==> config.mk <==
export PLATFORM = sky130hd
export DESIGN_NAME = ssf_top
export DESIGN_NICKNAME = d
export VERILOG_FILES = /design/src/verilog/ssf_pkg.sv /design/src/verilog/ssf_sync.sv /design/src/verilog/ssf_fifo.sv /design/src/verilog/ssf_top.sv
export VERILOG_INCLUDE_DIRS = /design/src /design/src/verilog
export SDC_FILE = /design/constraint.sdc
export NUM_CORES = 1
export LEC_CHECK = 0
export BUFFER_PORTS_ARGS = -buffer_cell sky130_fd_sc_hd__buf_2
export CORE_UTILIZATION = 35
export DETAILED_ROUTE_END_ITERATION = 8
export SETUP_SLACK_MARGIN = 0.2
export SYNTH_ARGS = -nofsm -noshare
export SYNTH_HDL_FRONTEND = slang
export SYNTH_SLANG_ARGS = --single-unit
==> constraint.sdc <==
create_clock -name clock -period 2.82 [get_ports clock]
set_clock_uncertainty 0.1 [all_clocks]
set_input_delay 0.282 -clock clock [delete_from_list [all_inputs] [get_ports clock]]
set_output_delay 0.282 -clock clock [all_outputs]
set_load 0.005 [all_outputs]
==> src/verilog/ssf_regs.svh <==
/*
 serial status flags: register offsets, field positions, reset values,
 buffer depth and widths. assumes inclusion by bare name from design files.
*/
`ifndef SSF_REGS_SVH
`define SSF_REGS_SVH
// ========================================
// offsets
`define SSF_OFF_STATUS 12'h000
`define SSF_OFF_CTRL 12'h004
`define SSF_OFF_IRQ_STAT 12'h008
`define SSF_OFF_IRQ_MASK 12'h00C
`define SSF_OFF_RXDATA 12'h010
`define SSF_OFF_TXDATA 12'h014
// ========================================
// status fields
`define SSF_RXCNT_LSB 24
`define SSF_TXCNT_LSB 16
`define SSF_FRAMING_FAULT_BIT 12
`define SSF_BUSY_BIT 11
`define SSF_TUR_BIT 8
`define SSF_SHIFTER_EMPTY_BIT 7
`define SSF_ROV_BIT 6
`define SSF_RBE_BIT 5
`define SSF_TBE_BIT 3
`define SSF_TBF_BIT 1
`define SSF_RBF_BIT 0
// ========================================
// control fields
`define SSF_CTRL_ON_BIT 0
`define SSF_CTRL_ENH_BIT 1
`define SSF_CTRL_FRM_BIT 2
`define SSF_CTRL_RESET 32'h0000_0000
// ========================================
// irq status bits
`define SSF_IRQ_FRAMING_FAULT 0
`define SSF_IRQ_TUR 1
`define SSF_IRQ_ROV 2
`define SSF_IRQ_RXDONE 3
`define SSF_IRQ_WIDTH 4
// ========================================
// buffers and link
`define SSF_DEPTH 16
`define SSF_PTR_W 4
`define SSF_WORD_W 8
`define SSF_BIT_CNT_W 3
`endif

==> src/verilog/ssf_pkg.sv <==
/*
 serial status flags package: shared types.
 assumes ssf_regs.svh for the numeric constants.
*/
package ssf_pkg;
   // ========================================
   // link pins as seen by the device
   typedef struct packed {
      logic sck;
      logic mosi;
      logic frame_n;
   } ssf_link_in_type;
   // ========================================
   // control bits
   typedef struct packed {
      logic framed_mode_enable;
      logic enhanced_buffer_mode;
      logic module_on;
   } ssf_ctrl_type;
endpackage

==> src/verilog/ssf_sync.sv <==
/*
 two-flop synchroniser for link pins.
 assumes inputs asynchronous to clock.
*/
`timescale 1ns/1ns
`default_nettype none
module ssf_sync (
   input wire logic clock,
   input wire logic reset_n,
   input wire logic [2:0] async_in,
   output logic [2:0] sync_out
);
   logic [2:0] first_reg;
   logic [2:0] first_next;
   logic [2:0] second_next;
   always_comb begin
      first_next = async_in;
      second_next = first_reg;
   end
   always_ff @(posedge clock or negedge reset_n) begin
      if (!reset_n) begin
         // rest at pin idle levels: sck low, mosi low, frame_n high
         first_reg <= 3'h1;
         sync_out <= 3'h1;
      end else begin
         first_reg <= first_next;
         sync_out <= second_next;
      end
   end
endmodule
`default_nettype wire

==> src/verilog/ssf_fifo.sv <==
/*
 word store with pointers and count, flip-flop storage.
 assumes push is dropped by caller when full.
*/
`timescale 1ns/1ns
`default_nettype none
`include "ssf_regs.svh"
module ssf_fifo (
   input wire logic clock,
   input wire logic reset_n,
   input wire logic clear,
   input wire logic push,
   input wire logic [`SSF_WORD_W-1:0] push_data,
   input wire logic pop,
   output logic [`SSF_WORD_W-1:0] head,
   output logic [`SSF_PTR_W:0] count,
   output logic [`SSF_PTR_W-1:0] rd_ptr,
   output logic [`SSF_PTR_W-1:0] wr_ptr
);
   logic [`SSF_WORD_W-1:0] mem_reg [`SSF_DEPTH];
   logic [`SSF_PTR_W-1:0] rd_next;
   logic [`SSF_PTR_W-1:0] wr_next;
   logic [`SSF_PTR_W:0] count_next;
   logic do_push;
   logic do_pop;
   always_comb begin
      do_push = push && (count != 5'(`SSF_DEPTH));
      do_pop = pop && (count != 5'h00);
      rd_next = rd_ptr;
      wr_next = wr_ptr;
      count_next = count;
      if (clear) begin
         rd_next = 4'h0;
         wr_next = 4'h0;
         count_next = 5'h00;
      end else begin
         if (do_push) wr_next = wr_ptr + 4'h1;
         if (do_pop) rd_next = rd_ptr + 4'h1;
         if (do_push && !do_pop) count_next = count + 5'h01;
         if (do_pop && !do_push) count_next = count - 5'h01;
      end
      head = mem_reg[rd_ptr];
   end
   always_ff @(posedge clock or negedge reset_n) begin
      if (!reset_n) begin
         rd_ptr <= 4'h0;
         wr_ptr <= 4'h0;
         count <= 5'h00;
      end else begin
         rd_ptr <= rd_next;
         wr_ptr <= wr_next;
         count <= count_next;
      end
   end
   always_ff @(posedge clock) begin
      if (do_push && !clear) mem_reg[wr_ptr] <= push_data;
   end
endmodule
`default_nettype wire

==> src/verilog/ssf_top.sv <==
/*
 serial status flags: spi slave link with status register over apb.
 assumes a link master driving sck, mosi and an active-low frame pin,
 sck far slower than clock; apb master per the usual protocol.
*/
// How it works
// - status bits 28-24 show the receive store occupancy, valid in enhanced mode.
// - status bits 20-16 show the transmit store occupancy, valid in enhanced mode.
// - a frame pulse arriving mid-word in framed mode sets the frame fault flag.
// - the frame fault flag is set by hardware, cleared by software writing zero to it, resets low.
// - the busy flag is high while a word is being shifted, low when idle.
// - in framed mode a word start with an empty transmit store sets underrun.
// - underrun clears on module off then on, or on software writing zero to it.
// - the shifter empty flag is one when no word is in the shift register.
// - a word arriving while the receive store is full is dropped and overflow set.
// - overflow is set by hardware, cleared by module off/on or writing zero.
// - receive empty is one when read and write pointers are equal and the receive store is not full.
// - unimplemented status bits read zero and ignore writes.
`timescale 1ns/1ns
`default_nettype none
`include "ssf_regs.svh"
module ssf_top (
   input wire logic clock,
   input wire logic reset_n,
   input wire logic psel,
   input wire logic penable,
   input wire logic pwrite,
   input wire logic [11:0] paddr,
   input wire logic [31:0] pwdata,
   output logic [31:0] prdata,
   output logic pready,
   output logic pslverr,
   input wire ssf_pkg::ssf_link_in_type link_in,
   output logic miso,
   output logic irq
);
   import ssf_pkg::*;
   // ========================================
   // link synchroniser
   logic [2:0] pins_sync;
   logic sck_s;
   logic mosi_s;
   logic frame_s;
   ssf_sync u_sync (
      .clock(clock),
      .reset_n(reset_n),
      .async_in({link_in.sck, link_in.mosi, link_in.frame_n}),
      .sync_out(pins_sync)
   );
   always_comb begin
      sck_s = pins_sync[2];
      mosi_s = pins_sync[1];
      frame_s = !pins_sync[0];
   end
   // ========================================
   // state
   typedef enum logic [1:0] {ST_IDLE, ST_SHIFT} ssf_link_state_type;
   ssf_link_state_type state_reg, state_next;
   ssf_ctrl_type ctrl_reg, ctrl_next;
   logic sck_d_reg, sck_d_next;
   logic frame_d_reg, frame_d_next;
   logic [`SSF_WORD_W-1:0] rx_sh_reg, rx_sh_next;
   logic [`SSF_WORD_W-1:0] tx_sh_reg, tx_sh_next;
   logic [`SSF_BIT_CNT_W-1:0] bits_reg, bits_next;
   logic framing_fault_reg, framing_fault_next;
   logic tx_underrun_reg, tx_underrun_next;
   logic rx_overflow_reg, rx_overflow_next;
   logic [`SSF_IRQ_WIDTH-1:0] irq_stat_reg, irq_stat_next;
   logic [`SSF_IRQ_WIDTH-1:0] irq_mask_reg, irq_mask_next;
   logic [31:0] prdata_next;
   logic pready_next, pslverr_next, miso_next, irq_next;
   logic [`SSF_IRQ_WIDTH-1:0] events;
   // ========================================
   // stores
   logic rx_push, rx_pop, tx_push, tx_pop, store_clear;
   logic [`SSF_WORD_W-1:0] rx_head, tx_head;
   logic [`SSF_PTR_W:0] rx_elem_count, tx_elem_count;
   logic [`SSF_PTR_W-1:0] rx_read_pointer, rx_write_pointer;
   ssf_fifo u_rx (
      .clock(clock),
      .reset_n(reset_n),
      .clear(store_clear),
      .push(rx_push),
      .push_data(rx_sh_next),
      .pop(rx_pop),
      .head(rx_head),
      .count(rx_elem_count),
      .rd_ptr(rx_read_pointer),
      .wr_ptr(rx_write_pointer)
   );
   ssf_fifo u_tx (
      .clock(clock),
      .reset_n(reset_n),
      .clear(store_clear),
      .push(tx_push),
      .push_data(pwdata[`SSF_WORD_W-1:0]),
      .pop(tx_pop),
      .head(tx_head),
      .count(tx_elem_count),
      .rd_ptr(),
      .wr_ptr()
   );
   // ========================================
   // helpers
   function automatic logic hit(input logic [11:0] a, input logic [11:0] o);
      hit = (a == o);
   endfunction
   logic [`SSF_PTR_W:0] rx_cap;
   logic tx_full;
   logic rx_full;
   logic tx_empty;
   logic rx_empty;
   logic link_active;
   logic shifter_empty;
   logic [31:0] status_word;
   logic wr_acc, rd_acc, sck_rise, sck_fall, frame_rise, word_done;
   always_comb begin
      rx_cap = ctrl_reg.enhanced_buffer_mode ? 5'(`SSF_DEPTH) : 5'h01;
      tx_full = tx_elem_count == rx_cap;
      rx_full = rx_elem_count == rx_cap;
      tx_empty = tx_elem_count == 5'h00;
      rx_empty = rx_read_pointer == rx_write_pointer && !rx_full;
      link_active = state_reg == ST_SHIFT;
      shifter_empty = !link_active;
      status_word = 32'h0000_0000;
      status_word[`SSF_RXCNT_LSB +: 5] = rx_elem_count;
      status_word[`SSF_TXCNT_LSB +: 5] = tx_elem_count;
      status_word[`SSF_FRAMING_FAULT_BIT] = framing_fault_reg;
      status_word[`SSF_BUSY_BIT] = link_active;
      status_word[`SSF_TUR_BIT] = tx_underrun_reg;
      status_word[`SSF_SHIFTER_EMPTY_BIT] = shifter_empty;
      status_word[`SSF_ROV_BIT] = rx_overflow_reg;
      status_word[`SSF_RBE_BIT] = rx_empty;
      status_word[`SSF_TBE_BIT] = tx_empty;
      status_word[`SSF_TBF_BIT] = tx_full;
      status_word[`SSF_RBF_BIT] = rx_full;
   end
   // ========================================
   // link engine
   always_comb begin
      sck_d_next = sck_s;
      frame_d_next = frame_s;
      sck_rise = sck_s && !sck_d_reg;
      sck_fall = !sck_s && sck_d_reg;
      frame_rise = frame_s && !frame_d_reg;
      state_next = state_reg;
      rx_sh_next = rx_sh_reg;
      tx_sh_next = tx_sh_reg;
      bits_next = bits_reg;
      word_done = 1'b0;
      tx_pop = 1'b0;
      events = '0;
      if (!ctrl_reg.module_on) begin
         state_next = ST_IDLE;
         bits_next = 3'h0;
      end else begin
         unique case (state_reg)
            ST_IDLE: begin
               if (ctrl_reg.framed_mode_enable ? frame_rise : sck_rise) begin
                  state_next = ST_SHIFT;
                  bits_next = 3'h0;
                  tx_pop = !tx_empty;
                  tx_sh_next = tx_empty ? 8'h00 : tx_head;
                  if (ctrl_reg.framed_mode_enable && tx_empty)
                     events[`SSF_IRQ_TUR] = 1'b1;
                  if (!ctrl_reg.framed_mode_enable) begin
                     rx_sh_next = {7'h00, mosi_s};
                     bits_next = 3'h1;
                  end
               end
            end
            ST_SHIFT: begin
               if (ctrl_reg.framed_mode_enable && frame_rise && bits_reg != 3'h0)
                  events[`SSF_IRQ_FRAMING_FAULT] = 1'b1;
               if (sck_fall)
                  tx_sh_next = {tx_sh_reg[6:0], 1'b0};
               if (sck_rise) begin
                  rx_sh_next = {rx_sh_reg[6:0], mosi_s};
                  bits_next = bits_reg + 3'h1;
                  if (bits_reg == 3'h7) begin
                     word_done = 1'b1;
                     state_next = ST_IDLE;
                  end
               end
            end
         endcase
      end
      if (word_done && rx_full)
         events[`SSF_IRQ_ROV] = 1'b1;
      if (word_done && !rx_full)
         events[`SSF_IRQ_RXDONE] = 1'b1;
      rx_push = word_done && !rx_full;
      miso_next = tx_sh_reg[`SSF_WORD_W-1];
   end
   // ========================================
   // apb slave, flags, interrupts
   always_comb begin
      wr_acc = psel && penable && pwrite;
      rd_acc = psel && !penable && !pwrite;
      ctrl_next = ctrl_reg;
      irq_mask_next = irq_mask_reg;
      framing_fault_next = framing_fault_reg;
      tx_underrun_next = tx_underrun_reg;
      rx_overflow_next = rx_overflow_reg;
      irq_stat_next = irq_stat_reg;
      tx_push = 1'b0;
      rx_pop = 1'b0;
      store_clear = 1'b0;
      pready_next = psel && !penable;
      pslverr_next = 1'b0;
      prdata_next = 32'h0000_0000;
      if (psel && !penable) begin
         unique case (1'b1)
            hit(paddr, `SSF_OFF_STATUS): prdata_next = status_word;
            hit(paddr, `SSF_OFF_CTRL): prdata_next = {29'h0, ctrl_reg};
            hit(paddr, `SSF_OFF_IRQ_STAT): prdata_next = {28'h0, irq_stat_reg};
            hit(paddr, `SSF_OFF_IRQ_MASK): prdata_next = {28'h0, irq_mask_reg};
            hit(paddr, `SSF_OFF_RXDATA): prdata_next = {24'h0, rx_head};
            hit(paddr, `SSF_OFF_TXDATA): prdata_next = 32'h0000_0000;
            default: pslverr_next = 1'b1;
         endcase
      end
      if (rd_acc && hit(paddr, `SSF_OFF_RXDATA))
         rx_pop = 1'b1;
      if (wr_acc) begin
         if (hit(paddr, `SSF_OFF_CTRL)) begin
            ctrl_next = ssf_ctrl_type'(pwdata[2:0]);
            if (ctrl_reg.module_on && !pwdata[`SSF_CTRL_ON_BIT]) begin
               tx_underrun_next = 1'b0;
               rx_overflow_next = 1'b0;
               store_clear = 1'b1;
            end
         end
         if (hit(paddr, `SSF_OFF_STATUS)) begin
            if (!pwdata[`SSF_FRAMING_FAULT_BIT]) framing_fault_next = 1'b0;
            if (!pwdata[`SSF_TUR_BIT]) tx_underrun_next = 1'b0;
            if (!pwdata[`SSF_ROV_BIT]) rx_overflow_next = 1'b0;
         end
         if (hit(paddr, `SSF_OFF_IRQ_STAT))
            irq_stat_next = irq_stat_reg & ~pwdata[`SSF_IRQ_WIDTH-1:0];
         if (hit(paddr, `SSF_OFF_IRQ_MASK))
            irq_mask_next = pwdata[`SSF_IRQ_WIDTH-1:0];
         if (hit(paddr, `SSF_OFF_TXDATA) && !tx_full)
            tx_push = 1'b1;
      end
      // hardware set wins over clear
      if (events[`SSF_IRQ_FRAMING_FAULT]) framing_fault_next = 1'b1;
      if (events[`SSF_IRQ_TUR]) tx_underrun_next = 1'b1;
      if (events[`SSF_IRQ_ROV]) rx_overflow_next = 1'b1;
      irq_stat_next = irq_stat_next | events;
      irq_next = |(irq_stat_next & irq_mask_next);
   end
   // ========================================
   // registers
   always_ff @(posedge clock or negedge reset_n) begin
      if (!reset_n) begin
         state_reg <= ST_IDLE;
         ctrl_reg <= ssf_ctrl_type'(3'h0);
         sck_d_reg <= 1'b0;
         frame_d_reg <= 1'b0;
         rx_sh_reg <= 8'h00;
         tx_sh_reg <= 8'h00;
         bits_reg <= 3'h0;
         framing_fault_reg <= 1'b0;
         tx_underrun_reg <= 1'b0;
         rx_overflow_reg <= 1'b0;
         irq_stat_reg <= 4'h0;
         irq_mask_reg <= 4'h0;
         prdata <= 32'h0000_0000;
         pready <= 1'b0;
         pslverr <= 1'b0;
         miso <= 1'b0;
         irq <= 1'b0;
      end else begin
         state_reg <= state_next;
         ctrl_reg <= ctrl_next;
         sck_d_reg <= sck_d_next;
         frame_d_reg <= frame_d_next;
         rx_sh_reg <= rx_sh_next;
         tx_sh_reg <= tx_sh_next;
         bits_reg <= bits_next;
         framing_fault_reg <= framing_fault_next;
         tx_underrun_reg <= tx_underrun_next;
         rx_overflow_reg <= rx_overflow_next;
         irq_stat_reg <= irq_stat_next;
         irq_mask_reg <= irq_mask_next;
         prdata <= prdata_next;
         pready <= pready_next;
         pslverr <= pslverr_next;
         miso <= miso_next;
         irq <= irq_next;
      end
   end
endmodule
`default_nettype wire

==> summary.md <==
| Metric | Value |
|---|---|
| Crit path largest cell delay | `approximately 0.42 ns` |
| Setup TNS Final | `0 ns` |
| Critical Path AT | `2.95 ns` |
| Most frequent cells in the layout | `256 x edfxtp_1, 90 x buf_4, 88 x dfrtp_1` |
| Number of enable flip-flop cells after synthesis | `about 260` |
| Pwr Total | `10.5 mW` |
| Critical path class | `reg2reg` |
| All-Layer GR Usage | `between 15 and 20%` |
| Crit end category | `flip-flop` |
| Multi-input gate area | `around 0.0042 sq mm` |
| Syn Inst Count | `839` |
| Status | `finished clean` |
| Max_slew headroom | `roughly 34%` |
| Reg2Reg Setup Slack | `between 0.15 and 0.2 ns` |
| Max layer used | `met4` |
| WHS | `roughly 0.048 ns` |
| Unrepaired setup endpoints after global routing | `true` |
| Finished Layout Cells | `1548` |
| Pre-CTS WS | `-0.0545 ns` |
| Fin crit share | `92.9%` |
| Reg-to-Reg Start | `u_rx.count[3]` |
| Slew Viols, Final | `0` |
| Register area | `roughly 0.01 sq mm` |
| R2r worst-path depth | `12` |
| Die area | `between 0.04 and 0.05 sq mm` |
| TritonCTS buffer count | `38` |
| Starting density of the core | `a little over a third` |
| Crit Path Max Fanout | `4` |
| Placer Congestion | `between 0.8 and 0.9` |
| Largest family of logic cells by synthesized area | `multiplexers` |
| DRC | `0` |
| CP top delay family | `simple AND/OR/NAND/NOR gates` |
| Design area | `0.0173 sq mm` |
| R2R Path End | `u_rx.count[4]` |
| Clock Path Buffers | `3` |
| Global-route wire length before repair | `around 48000 microns` |
| Worst setup path end | `u_rx.count[4]` |
| Clock root buffer | `clkbuf_16` |
| Setup Viol. Count Final | `0` |
| Worst path required time | `between 3 and 4 ns` |
| Num rows | `73` |
| Synth Area in XOR/XNOR | `between 1 and 1.5%` |
| Fin. Hold Viols | `0` |
| Antenna-violating nets left | `0` |
| Worst Tran Pin Value | `0.987 ns` |
| Yosys cell types | `63` |
| Vias in the first global route | `approximately 8000` |
| Largest net degree at the start of global routing | `just under 80` |
| Clk_lat worst skew | `about 0.54 ns` |
| Worst path slowest cell | `dfrtp_1` |
| Sequential-to-total area share from yosys stat | `between 60% and 70%` |
| Vias | `just under 8000` |
| Post-synth top area share | `between 50% and 60%` |
| Syn Std Cell Area | `0.0144 sq mm` |
| WL/cell | `20.0 microns` |
| Die W | `just over 200 microns` |
| Number of H-tree levels | `2` |
| Port-buffer cells | `54` |
| Final net count | `1062` |
| Simple-Gate Fraction of Synth Area | `7.03%` |
| DP Cell Count | `between 1000 and 1500` |
| Cell Pwr Density | `slightly above 600 mW/mm^2` |
| Synth area leader | `edfxtp_1` |
| IO Count | `just under 90` |
| Final setup margin | `between 0.15 and 0.2 ns` |
| Synth-to-layout area growth | `20.3%` |
| Met2 wire length | `about 15000 microns` |
| Die height | `about 200 microns` |
| Via/cell ratio | `around 5.0` |
| Core Area | `~0.04 sq mm` |
| Hold Crit Class | `in2reg` |
| Mux share of post-synthesis cell area | `~14%` |
| Final core occ | `between 40% and 50%` |
| Static Leakage | `between 6 and 7 nW` |
| DR pass1 iterations | `5` |
| Ys async rst share | `between 20% and 30%` |
| WL final | `just over 30000 microns` |
| Adder-cell share of the synthesized area | `1.48%` |
| Met3 wire len | `between 1500 and 2000 microns` |
| Yosys warns | `0` |
| Crit path from | `u_rx.count[3]` |
| CTS tree | `done` |
| Wire length on met1 | `14000 microns` |
| Most frequent CP cell | `xnor2_1` |
| Placed Area | `about 0.016 sq mm` |
| Ys flop type | `edfxtp_1` |
| HPWL after DPL | `20200 microns` |
| F_max | `382 MHz` |
| Tmin final | `about 2.6 ns` |
| Critical Path Start Type | `flip-flop` |
| Max-cap violations | `0` |
| Commonest non-fill, non-tap cell in the layout | `edfxtp_1` |
| Cell breakdown of the critical path | `or3_4 -> buf_6 -> a21oi_4 -> o211ai_2 -> xnor2_1 -> ha_2 -> or3_1 -> a21oi_1 -> o2111ai_1 -> o31ai_2 -> xnor2_1 -> nor2_1` |
| Num Clock Sinks | `roughly 350` |
| Mean Syn Cell Area | `between 15 and 20 sq um` |
| Fillers | `3554` |
| 1st-iter DRT viols | `just under 600` |
| Synth Area in Compound Gates | `under 10%` |
| Initial antenna violation count | `2` |
| Worst IR Drop VDD | `roughly 0.45 mV` |
| Critical Path Stages | `12` |
| Area contributors post-synth | `edfxtp_1 54%, dfrtp_1 16%, mux4_2 13%, nor2_1 1.8%, ha_1 1.5%` |
| Layout cells sized above 1 | `~33%` |
| Buf/Inv on CP | `1` |
| Worst-path clk slew | `0.06 ns` |
| GR Overflow Total | `0` |
| Synth Register Bits | `between 300 and 400` |
## cell type report
type                            count  share of cell area (%)
Timing Repair Buffer              157                    6.51
Clock inverter                     15                   0.761
Antenna cell                        2                  0.0290
Clock buffer                       53                    6.13
Sequential cell                   349                    58.0
Multi-Input combinational cell    429                    24.3
Inverter                           18                   0.391
Tap cell                          525                    3.81
## what timing repair did
action	CTS	global route
hold buffers	8	0
endpoints found under the hold margin	80	0
endpoints found under the setup margin	15	118
resized for setup	4	22
gates cloned	0	0
buffers inserted	3	7
pin swaps	5	11
## worst register-to-register path: stages, from the launching register on
cell and delay, ns:
dfrtp_1 0.42, or3_4 0.36, buf_6 0.14, a21oi_4 0.14, o211ai_2 0.11, xnor2_1 0.17
ha_2 0.18, or3_1 0.32, a21oi_1 0.15, o2111ai_1 0.12, o31ai_2 0.09, xnor2_1 0.15
nor2_1 0.05
## power by group
part / leakage (nW) / switching [mW] / internal (mW)
clock: 0.582 / 1.96 / 2.81
sequential: 3.62 / 0.00664 / 5.50
combinational: 2.34 / 0.115 / 0.0604
## Yosys cell counts (3+ instances only)
cell,number
nor3_1,16
nand4_1,6
mux2i_1,7
or4_1,3
nor2b_1,4
xnor2_1,13
or3_1,5
a31oi_1,4
nor2_1,67
buf_2,12
a211oi_1,3
nand2_1,42
and2_1,13
xor2_1,8
nand3_1,14
inv_1,18
a21oi_1,17
mux4_2,81
buf_4,13
edfxtp_1,256
nor3b_1,7
a221o_1,7
a221oi_1,3
nor4_1,3
buf_1,9
o21ai_0,11
ha_1,17
a22o_1,11
mux2_2,8
nand2b_1,10
clkbuf_1,18
a21o_1,3
dfrtp_1,91
## cell families (layout without fill, tap and decap cells)
group                      after synthesis  in the layout
muxes                                   96             96
and+or+nand+nor                        203            203
other                                    1             13
buffers and inverters                   71            243
adders and majority gates               17             17
xor gates and xnor gates                22             22
DFF                                    349            349
AOI/OAI and AO/OA                       80             80
## how the worst min path moves through the flow
stage	start	to	depth (start not counted)
after CTS	paddr[4]	prdata[26]	3
after global routing	paddr[4]	prdata[26]	3
after global placement	u_sync.first_reg[1]	u_sync.sync_out[1]	0
final	paddr[4]	prdata[26]	3
after floorplan	reset_n	bits_reg[0]	0
after detailed placement	u_sync.first_reg[1]	u_sync.sync_out[1]	0
## metal layers
metal / GRT usage (%) / vias up
li1: - / 3561
met1: 21.3 / 3988
met2: 23.8 / 177
met3: 3.25 / 42
met4: 5.20 / 0
met5: 0 / -
Power figures use the tool's default switching activity.
